<file path="config.mk">
export PLATFORM = sky130hd
export DESIGN_NAME = dcc_top
export DESIGN_NICKNAME = d
export VERILOG_FILES = /design/src/dcc_pkg.sv /design/src/dcc_edge_filter.sv /design/src/dcc_tick_div.sv /design/src/dcc_top.sv
export VERILOG_INCLUDE_DIRS = /design/src /design/src/src
export SDC_FILE = /design/constraint.sdc
export NUM_CORES = 1
export LEC_CHECK = 0
export BUFFER_PORTS_ARGS = -buffer_cell sky130_fd_sc_hd__buf_2
export CAP_MARGIN = 25
export CORE_UTILIZATION = 60
export DETAILED_ROUTE_END_ITERATION = 16
export PLACE_DENSITY = 0.9
export SLEW_MARGIN = 20
export SYNTH_ARGS = -nofsm -noshare
export SYNTH_HDL_FRONTEND = slang
export SYNTH_SLANG_ARGS = --single-unit
</file>
<file path="constraint.sdc">
create_clock -name mclk -period 4.65 [get_ports mclk]
set_clock_uncertainty 0.1 [all_clocks]
set_input_delay 0 -clock mclk [delete_from_list [all_inputs] [get_ports mclk]]
set_output_delay 0 -clock mclk [all_outputs]
set_load 0.05 [all_outputs]
</file>
<file path="src/dcc_defines.svh">
// How it works
// RULE1 - per-channel wiring supervision enable bit, cleared by reset
// RULE2 - supervised wiring fault sets the lead break flag in cyclic data
// RULE3 - a reported wiring fault also raises the diagnostic alarm output
// RULE4 - optional report delay keeps a fault pending for the set time
// RULE5 - inversion setting flips the input level; off after reset
// RULE6 - rise filter time 0..60000 ms suppresses short high pulses
// RULE7 - fall stretch time 0..60000 ms stretches short pulses; default 0
// RULE8 - on fault the output goes off, on or holds; default off
// RULE9 - fault state lasts the set seconds, then goes to final state
// RULE10 - duration zero keeps the fault state forever; default zero
// RULE11 - final state selectable off or on, default off
// RULE12 - duration above 7200 s flags a parameter error
// RULE13 - filters count millisecond ticks and restart when input returns
`ifndef DCC_DEFINES_SVH
`define DCC_DEFINES_SVH

// ----------------------------------------
// timing
// ----------------------------------------
`define DCC_CLK_HZ       50000000
`define DCC_TICK_MS      1
`define DCC_MS_CYCLES    ((`DCC_CLK_HZ / 1000) * `DCC_TICK_MS)
`define DCC_MS_PER_S     1000
`define DCC_TIME_MAX_MS  16'hea60
`define DCC_DUR_MAX_S    16'h1c20

// ----------------------------------------
// register offsets
// ----------------------------------------
`define DCC_CTRL_OFS     8'h00
`define DCC_RISE_OFS     8'h04
`define DCC_FALL_OFS     8'h08
`define DCC_DUR_OFS      8'h0c
`define DCC_RDLY_OFS     8'h10
`define DCC_STAT_OFS     8'h14
`define DCC_IRQ_ST_OFS   8'h18
`define DCC_IRQ_CLR_OFS  8'h1c
`define DCC_IRQ_EN_OFS   8'h20
`define DCC_DOUT_OFS     8'h24

// ----------------------------------------
// control fields
// ----------------------------------------
`define DCC_CTRL_SUP     0
`define DCC_CTRL_INV     1
`define DCC_CTRL_RDLY    2
`define DCC_CTRL_FS_LO   4
`define DCC_CTRL_FINAL   6
`define DCC_CTRL_RESET   32'h00000000
`define DCC_FS_OFF       2'h0
`define DCC_FS_ON        2'h1
`define DCC_FS_HOLD      2'h2

// ----------------------------------------
// interrupt bits
// ----------------------------------------
`define DCC_IRQ_W        4
`define DCC_IRQ_ALARM    0
`define DCC_IRQ_CLEARED  1
`define DCC_IRQ_FAULT    2
`define DCC_IRQ_FINAL    3

`endif

</file>
<file path="src/dcc_pkg.sv">
package dcc_pkg;

    typedef enum logic [1:0] {
        dcc_out_normal,
        dcc_out_fault,
        dcc_out_final
    } dcc_out_state_type;

    typedef struct packed {
        logic        level;
        logic [15:0] cnt;
    } dcc_filt_state_type;

    typedef struct packed {
        logic              sup_en;
        logic              inv_en;
        logic              rdly_en;
        logic [1:0]        fstate;
        logic              final_on;
        logic [15:0]       rise;
        logic [15:0]       fall;
        logic [15:0]       dur;
        logic [15:0]       rdly;
        logic              dout_bus;
        logic [3:0]        irq_stat;
        logic [3:0]        irq_en;
        dcc_out_state_type st;
        logic [15:0]       sec_cnt;
        logic              hold_val;
        logic [15:0]       pend_cnt;
        logic              reported;
        logic              lead_break;
        logic              dout;
        logic              fault_d;
        logic [31:0]       prdata;
        logic              pslverr;
    } dcc_top_state_type;

endpackage

</file>
<file path="src/dcc_edge_filter.sv">
`timescale 1ns/1ps
`default_nettype none
module dcc_edge_filter
    import dcc_pkg::*;
(
    input  wire logic        mclk,
    input  wire logic        rst_n,
    input  wire logic        raw,
    input  wire logic        ms_tick,
    input  wire logic [15:0] rise_time,
    input  wire logic [15:0] fall_time,
    output logic             level
);
    dcc_filt_state_type state_reg;
    dcc_filt_state_type state_next;
    logic [15:0]        limit;

    always_comb begin
        state_next = state_reg;
        limit      = state_reg.level ? fall_time : rise_time;   // [RULE6] [RULE7]
        if (raw == state_reg.level) begin
            state_next.cnt = '0;                                // [RULE13]
        end else if (state_reg.cnt >= limit) begin
            state_next.level = raw;
            state_next.cnt   = '0;
        end else if (ms_tick) begin
            state_next.cnt = state_reg.cnt + 16'h0001;          // [RULE13]
        end
    end

    always_ff @(posedge mclk) begin
        if (!rst_n) begin
            state_reg <= '0;
        end else begin
            state_reg <= state_next;
        end
    end

    assign level = state_reg.level;
endmodule // dcc_edge_filter
`default_nettype wire

</file>
<file path="src/dcc_tick_div.sv">
`timescale 1ns/1ps
`default_nettype none
module dcc_tick_div
    import dcc_pkg::*;
#(
    parameter int unsigned DIV = 1000
) (
    input  wire logic mclk,
    input  wire logic rst_n,
    input  wire logic clr,
    input  wire logic en,
    output logic      tick
);
    localparam int W = $clog2(DIV + 1);

    typedef struct packed {
        logic [W-1:0] cnt;
        logic         tick;
    } dcc_div_state_type;

    dcc_div_state_type state_reg;
    dcc_div_state_type state_next;

    always_comb begin
        state_next      = state_reg;
        state_next.tick = 1'b0;
        if (clr) begin
            state_next.cnt = '0;
        end else if (en) begin
            if (state_reg.cnt == W'(DIV - 1)) begin
                state_next.cnt  = '0;
                state_next.tick = 1'b1;
            end else begin
                state_next.cnt = state_reg.cnt + W'(1);
            end
        end
    end

    always_ff @(posedge mclk) begin
        if (!rst_n) begin
            state_reg <= '0;
        end else begin
            state_reg <= state_next;
        end
    end

    assign tick = state_reg.tick;
endmodule // dcc_tick_div
`default_nettype wire

</file>
<file path="src/dcc_top.sv">
`timescale 1ns/1ps
`default_nettype none
`include "dcc_defines.svh"
module dcc_top
    import dcc_pkg::*;
#(
    parameter int unsigned MS_CYCLES = `DCC_MS_CYCLES,
    parameter int unsigned MS_PER_S  = `DCC_MS_PER_S
) (
    input  wire logic        mclk,
    input  wire logic        rst_n,
    input  wire logic        psel,
    input  wire logic        penable,
    input  wire logic        pwrite,
    input  wire logic [7:0]  paddr,
    input  wire logic [31:0] pwdata,
    output logic [31:0]      prdata,
    output logic             pready,
    output logic             pslverr,
    input  wire logic        din_raw,
    input  wire logic        wire_fault,
    input  wire logic        fault_req,
    output logic             din_value,
    output logic             lead_break_flag,
    output logic             diag_alarm,
    output logic             dout,
    output logic             param_err,
    output logic             irq
);
    // ----------------------------------------
    // helpers
    // ----------------------------------------
    function automatic logic addr_ok(input logic [7:0] a);
        case (a)
            `DCC_CTRL_OFS, `DCC_RISE_OFS, `DCC_FALL_OFS,
            `DCC_DUR_OFS, `DCC_RDLY_OFS, `DCC_STAT_OFS,
            `DCC_IRQ_ST_OFS, `DCC_IRQ_CLR_OFS, `DCC_IRQ_EN_OFS,
            `DCC_DOUT_OFS: addr_ok = 1'b1;
            default:       addr_ok = 1'b0;
        endcase
    endfunction

    // filter times above the range saturate rather than wrap
    function automatic logic [15:0] sat_ms(input logic [31:0] v);
        if (v > {16'h0000, `DCC_TIME_MAX_MS}) begin
            sat_ms = `DCC_TIME_MAX_MS;
        end else begin
            sat_ms = v[15:0];
        end
    endfunction

    // ----------------------------------------
    // state
    // ----------------------------------------
    dcc_top_state_type         state_reg;
    dcc_top_state_type         state_next;
    logic                      ms_tick;
    logic                      s_tick;
    logic                      filt_level;
    logic                      raw_cond;
    logic                      pending;
    logic                      wr_en;
    logic                      rd_setup;
    logic                      fault_rise;
    logic [`DCC_IRQ_W-1:0]     ev;
    logic [`DCC_IRQ_W-1:0]     clr_mask;
    logic [31:0]               ctrl_rd;
    logic [31:0]               stat_rd;

    // ----------------------------------------
    // time bases
    // ----------------------------------------
    dcc_tick_div #(
        .DIV (MS_CYCLES)
    ) u_ms_div (
        .mclk  (mclk),
        .rst_n (rst_n),
        .clr   (1'b0),
        .en    (1'b1),
        .tick  (ms_tick)
    );

    // restarted on fault entry so the first second is a full one
    dcc_tick_div #(
        .DIV (MS_PER_S)
    ) u_s_div (
        .mclk  (mclk),
        .rst_n (rst_n),
        .clr   (fault_rise),
        .en    (ms_tick),
        .tick  (s_tick)
    );

    // ----------------------------------------
    // input path
    // ----------------------------------------
    assign raw_cond = din_raw ^ state_reg.inv_en;          // [RULE5]

    dcc_edge_filter u_filt (
        .mclk      (mclk),
        .rst_n     (rst_n),
        .raw       (raw_cond),
        .ms_tick   (ms_tick),
        .rise_time (state_reg.rise),
        .fall_time (state_reg.fall),
        .level     (filt_level)
    );

    assign pending    = state_reg.sup_en & wire_fault;     // [RULE1]
    assign fault_rise = fault_req & ~state_reg.fault_d;

    // ----------------------------------------
    // bus decode
    // ----------------------------------------
    assign wr_en    = psel & penable & pwrite & addr_ok(paddr);
    assign rd_setup = psel & ~penable;
    assign clr_mask = (wr_en && paddr == `DCC_IRQ_CLR_OFS) ?
                      pwdata[`DCC_IRQ_W-1:0] : '0;

    always_comb begin
        ctrl_rd                                   = '0;
        ctrl_rd[`DCC_CTRL_SUP]                    = state_reg.sup_en;
        ctrl_rd[`DCC_CTRL_INV]                    = state_reg.inv_en;
        ctrl_rd[`DCC_CTRL_RDLY]                   = state_reg.rdly_en;
        ctrl_rd[`DCC_CTRL_FS_LO+1:`DCC_CTRL_FS_LO] = state_reg.fstate;
        ctrl_rd[`DCC_CTRL_FINAL]                  = state_reg.final_on;
        stat_rd    = '0;
        stat_rd[0] = filt_level;
        stat_rd[1] = state_reg.lead_break;
        stat_rd[2] = state_reg.reported;
        stat_rd[3] = state_reg.dur > `DCC_DUR_MAX_S;
        stat_rd[4] = state_reg.st == dcc_out_fault;
        stat_rd[5] = state_reg.st == dcc_out_final;
        stat_rd[6] = state_reg.dout;
    end

    // ----------------------------------------
    // next state
    // ----------------------------------------
    always_comb begin
        state_next         = state_reg;
        ev                 = '0;
        state_next.fault_d = fault_req;

        // register writes
        if (wr_en) begin
            case (paddr)
                `DCC_CTRL_OFS: begin
                    state_next.sup_en   = pwdata[`DCC_CTRL_SUP];   // [RULE1]
                    state_next.inv_en   = pwdata[`DCC_CTRL_INV];   // [RULE5]
                    state_next.rdly_en  = pwdata[`DCC_CTRL_RDLY];  // [RULE4]
                    state_next.fstate   =
                        pwdata[`DCC_CTRL_FS_LO+1:`DCC_CTRL_FS_LO]; // [RULE8]
                    state_next.final_on = pwdata[`DCC_CTRL_FINAL]; // [RULE11]
                end
                `DCC_RISE_OFS:   state_next.rise     = sat_ms(pwdata); // [RULE6]
                `DCC_FALL_OFS:   state_next.fall     = sat_ms(pwdata); // [RULE7]
                `DCC_DUR_OFS:    state_next.dur      = pwdata[15:0];
                `DCC_RDLY_OFS:   state_next.rdly     = pwdata[15:0];
                `DCC_IRQ_EN_OFS: state_next.irq_en   = pwdata[`DCC_IRQ_W-1:0];
                `DCC_DOUT_OFS:   state_next.dout_bus = pwdata[0];
                default: begin
                end
            endcase
        end

        // read data captured in the setup phase, so zero wait states work
        if (rd_setup) begin
            state_next.pslverr = ~addr_ok(paddr);
            case (paddr)
                `DCC_CTRL_OFS:   state_next.prdata = ctrl_rd;
                `DCC_RISE_OFS:   state_next.prdata = {16'h0000, state_reg.rise};
                `DCC_FALL_OFS:   state_next.prdata = {16'h0000, state_reg.fall};
                `DCC_DUR_OFS:    state_next.prdata = {16'h0000, state_reg.dur};
                `DCC_RDLY_OFS:   state_next.prdata = {16'h0000, state_reg.rdly};
                `DCC_STAT_OFS:   state_next.prdata = stat_rd;
                `DCC_IRQ_ST_OFS: state_next.prdata = {28'h0000000, state_reg.irq_stat};
                `DCC_IRQ_EN_OFS: state_next.prdata = {28'h0000000, state_reg.irq_en};
                `DCC_DOUT_OFS:   state_next.prdata = {31'h00000000, state_reg.dout_bus};
                default:         state_next.prdata = 32'h00000000;
            endcase
        end

        // wiring supervision and report delay
        state_next.lead_break = pending;                   // [RULE2]
        if (!pending) begin
            state_next.pend_cnt = '0;
            state_next.reported = 1'b0;
        end else if (!state_reg.rdly_en ||
                     state_reg.pend_cnt >= state_reg.rdly) begin
            state_next.reported = 1'b1;                    // [RULE3] [RULE4]
        end else if (ms_tick) begin
            state_next.pend_cnt = state_reg.pend_cnt + 16'h0001; // [RULE4]
        end
        ev[`DCC_IRQ_ALARM]   = state_next.reported & ~state_reg.reported;
        ev[`DCC_IRQ_CLEARED] = ~state_next.reported & state_reg.reported;

        // output fault handling
        case (state_reg.st)
            dcc_out_normal: begin
                state_next.dout = state_reg.dout_bus;
                if (fault_req) begin
                    state_next.st       = dcc_out_fault;
                    state_next.hold_val = state_reg.dout;
                    state_next.sec_cnt  = '0;
                    ev[`DCC_IRQ_FAULT]  = 1'b1;
                end
            end
            dcc_out_fault: begin
                case (state_reg.fstate)
                    `DCC_FS_ON:   state_next.dout = 1'b1;  // [RULE8]
                    `DCC_FS_HOLD: state_next.dout = state_reg.hold_val;
                    default:      state_next.dout = 1'b0;
                endcase
                if (s_tick) begin
                    state_next.sec_cnt = state_reg.sec_cnt + 16'h0001; // [RULE9]
                end
                if (!fault_req) begin
                    state_next.st = dcc_out_normal;
                end else if (state_reg.dur != 16'h0000 &&
                             state_reg.sec_cnt >= state_reg.dur) begin
                    // zero duration never reaches the final state
                    state_next.st      = dcc_out_final;    // [RULE9] [RULE10]
                    ev[`DCC_IRQ_FINAL] = 1'b1;
                end
            end
            dcc_out_final: begin
                state_next.dout = state_reg.final_on;      // [RULE11]
                if (!fault_req) begin
                    state_next.st = dcc_out_normal;
                end
            end
            default: begin
                state_next.st = dcc_out_normal;
            end
        endcase

        // a new event wins over a clear in the same cycle
        state_next.irq_stat = (state_reg.irq_stat & ~clr_mask) | ev;
    end

    always_ff @(posedge mclk) begin
        if (!rst_n) begin
            state_reg <= '0;
        end else begin
            state_reg <= state_next;
        end
    end

    // ----------------------------------------
    // outputs
    // ----------------------------------------
    assign pready          = 1'b1;
    assign prdata          = state_reg.prdata;
    assign pslverr         = state_reg.pslverr;
    assign din_value       = filt_level;
    assign lead_break_flag = state_reg.lead_break;                // [RULE2]
    assign diag_alarm      = state_reg.reported;                  // [RULE3]
    assign dout            = state_reg.dout;
    assign param_err       = state_reg.dur > `DCC_DUR_MAX_S;      // [RULE12]
    assign irq             = |(state_reg.irq_stat & state_reg.irq_en);
endmodule // dcc_top
`default_nettype wire

</file>
==> run metrics <==
result of the run=complete, no violations; unrepaired setup endpoints after global routing=no; dominant cell type by area after synthesis=sky130_fd_sc_hd__dfxtp_1; # port buffers=70; post-synthesis simple-gate area fraction=0.203; total number of yosys warnings=0; share of flip-flops with an asynchronous set or reset=0; static power due to leakage=3.95 nW; Hold Fails Final Rpt=0; slew at the pin closest to its max-slew limit=0.964 ns; post-synthesis register bit count=180; number of buffers added for setup after CTS=0; area used by multi-input combinational logic=5410 sq um; combined area of all synthesized cells=9600 sq um; die area=16500 sq um; finished layout cell area=10800 sq um; power per unit of standard cell area=304 nW/um^2; minimum clock period after layout=3.00 ns; length of the first detailed-routing pass in iterations=5; placer congestion estimate=0.932; number of antenna violations at the first check in global routing=2; Initial Utilization=0.622; number of maximum-capacitance constraint violations=0; aggregate negative setup slack=0 ns; vias in the first global route=8302; floorplan core area=15400 sq um; Layout Cells excl Fill=1404; share of cells above drive strength 1=0.110; Max Freq=0.334 GHz; Post-Synth XOR/XNOR Area=0.0456; row count=45; hold buffer count at CTS=27; pin count of the biggest net entering global routing=49; top cells by area in the synthesized netlist=sky130_fd_sc_hd__dfxtp_1 (38%), sky130_fd_sc_hd__ha_1 (7.7%), sky130_fd_sc_hd__mux2i_1 (7.0%), sky130_fd_sc_hd__nor2_1 (5.8%), sky130_fd_sc_hd__nand2_1 (3.0%); cell count after placement=1344; number of buffers inserted during clock tree synthesis=17; number of sinks on the clock net=180; Peak supply drop=303 uV; Post-Synth Adder-Cell Area=0.0769; Die Span Y=129 um; routed wire length=26100 um; CP Data Arrival Time=3.28 ns; top_reg_cell synth=sky130_fd_sc_hd__dfxtp_1; horizontal extent of the die=129 um; number of inserted filler cells in the final layout=1163; wire per inst=18.6 um; Slew Viols, Final=0; classification of the worst setup path=input port to flip-flop; startpoint kind of the worst setup timing path=input port; post-layout power=3.28 mW; global-route usage over all layers=0.325; Util after Layout=0.699; count of unique library cells instantiated by Yosys=63; multiplexer share of the synthesized area=0.0757; clock slew seen by the registers of the worst setup and hold paths=0.06 ns; count of mapped cells out of synthesis=1124; synthesized area divided by synthesized cell count=8.54 sq um; number of design-rule violations left by the first detailed-router iteration=856; grt total ovfl=0; number of vias in the routed layout=8739; required time at the endpoint of the critical path=4.93 ns; area of all sequential standard cells=3600 sq um; wire length of the first global-routing pass=41500 um; setup slack of the most critical reg-to-reg path=1.69 ns; dominant combinational cell family by area after synthesis=simple AND/OR/NAND/NOR gates; growth of design area from synthesis to finish=12.3%; complex-gate fraction of the synthesized area=0.155; cell area reported after detailed placement=9920 sq um; insertion delay of the later-clocked pin in the worst-skew pair=0.44 ns; final worst-path cycle share=0.645; clk buf depth=2; worst-path maximum fanout=18; crit path capture type=flip-flop; sequential element share of the synthesized area=0.375; Antenna Nets Post-Route=0; area fraction of the dominant cell type after synthesis=0.375; IO Count=88; max FFs per register=109; hold crit path type=input port to flip-flop; Resized Gates After CTS=0; worst-case headroom to the max-slew limit=0.357; CTS tree=yes; EDFF count, synth=0; count of unresolved DRC violations after routing=0; average via count per standard cell=6.22; Final Setup Violations=0; most used standard cell by instance count after synthesis=sky130_fd_sc_hd__dfxtp_1; half-perimeter wire length after placement=18300 um; fin nets=1286; synth cell count leaders=sky130_fd_sc_hd__dfxtp_1 (180), sky130_fd_sc_hd__nor2_1 (148), sky130_fd_sc_hd__nand2_1 (78), sky130_fd_sc_hd__mux2i_1 (67), sky130_fd_sc_hd__ha_1 (59); deepest level of the CTS H-tree=4; buffer cell driving the clock tree root=sky130_fd_sc_hd__clkbuf_16
-- path summary, 6_finish.rpt --
check | from | to | depth (start not counted)
hold / removal | paddr[1] | prdata[0] | 4
hold reg to reg | u_ms_div.state_reg[1] | u_ms_div.state_reg[1] | 1
setup / recovery | paddr[4] | state_reg[80] | 10
setup reg to reg | state_reg[94] | state_reg[49] | 8
-- worst max-delay path, cell delays in order --
cell,delay (ns)
sky130_fd_sc_hd__dlygate4sd3_1,0.54
sky130_fd_sc_hd__buf_2,0.26
sky130_fd_sc_hd__or3_4,0.48
sky130_fd_sc_hd__nor3b_4,0.40
sky130_fd_sc_hd__o21ai_4,0.16
sky130_fd_sc_hd__nor2_1,0.14
sky130_fd_sc_hd__nand2_1,0.06
sky130_fd_sc_hd__dlygate4sd3_1,0.56
sky130_fd_sc_hd__a21oi_1,0.12
sky130_fd_sc_hd__dlygate4sd3_1,0.55
-- per-layer routing --
layer	GRT usage	up-vias	part of all wire
li1	-	4092	-
met1	0.390	4075	0.39
met2	0.538	484	0.47
met3	0.0840	88	0.095
met4	0.165	0	0.042
met5	0	-	0
-- power breakdown --
group | total, mW | switching (mW) | internal (mW)
logic | 0.253 | 0.179 | 0.0738
registers | 1.57 | 0.0119 | 1.56
clock network | 1.46 | 0.608 | 0.847
total | 3.28 | 0.799 | 2.48
-- cells in the final DEF, fill, tap and decap left out, types with 8 or more instances in the layout --
master / synthesis / layout
sky130_fd_sc_hd__nand2b_1: 10 / 10
sky130_fd_sc_hd__conb_1: 2 / 17
sky130_fd_sc_hd__dfxtp_1: 180 / 180
sky130_fd_sc_hd__nor3_1: 10 / 10
sky130_fd_sc_hd__a31oi_1: 19 / 19
sky130_fd_sc_hd__nor2_1: 148 / 148
sky130_fd_sc_hd__nand4_1: 20 / 20
sky130_fd_sc_hd__or3_1: 13 / 13
sky130_fd_sc_hd__or4_1: 14 / 14
sky130_fd_sc_hd__xnor2_1: 19 / 19
sky130_fd_sc_hd__and3_1: 22 / 22
sky130_fd_sc_hd__xor2_1: 31 / 31
sky130_fd_sc_hd__nor4_1: 8 / 8
sky130_fd_sc_hd__a211oi_1: 8 / 8
sky130_fd_sc_hd__inv_1: 43 / 43
sky130_fd_sc_hd__a21oi_1: 56 / 56
sky130_fd_sc_hd__a22oi_1: 32 / 32
sky130_fd_sc_hd__nand2_1: 78 / 78
sky130_fd_sc_hd__dlygate4sd3_1: 0 / 27
sky130_fd_sc_hd__clkbuf_16: 0 / 17
sky130_fd_sc_hd__mux2i_1: 67 / 67
sky130_fd_sc_hd__o31ai_1: 25 / 25
sky130_fd_sc_hd__buf_2: 5 / 70
sky130_fd_sc_hd__buf_4: 33 / 10
sky130_fd_sc_hd__o21ai_0: 49 / 49
sky130_fd_sc_hd__ha_1: 59 / 59
sky130_fd_sc_hd__nand3_1: 47 / 47
-- stage by stage --
| stage | worst slack, ns | hold WS, ns |
|---|---|---|
| 6_report | 1.65 | 0.0116 |
| 5_1_grt | 1.52 | 0.0232 |
| 4_1_cts | 1.70 | 0.00220 |
| 3_5_place_dp | 1.74 | 0.213 |
| 3_3_place_gp | 1.81 | 0.215 |
| 2_1_floorplan | 1.22 | 0.0360 |
-- kinds of logic after synthesis --
family,count (synthesis)
AND/OR/NAND/NOR,397
AO/OA/AOI/OAI,231
flip-flops,180
buffers and inverters,133
multiplexers,72
adder cells (fa/ha/maj),59
XOR/XNOR,50
other,2
-- layout make-up --
class	instances	share of cell area
timing repair buffer	109	0.0689
inverter	45	0.0157
multi-input combinational	826	0.502
clock buffer	24	0.0456
tap	211	0.0245
clock inverter	7	0.00882
antenna	2	0.000464
sequential	180	0.334
Note: power is estimated with default switching activity, not from simulation.
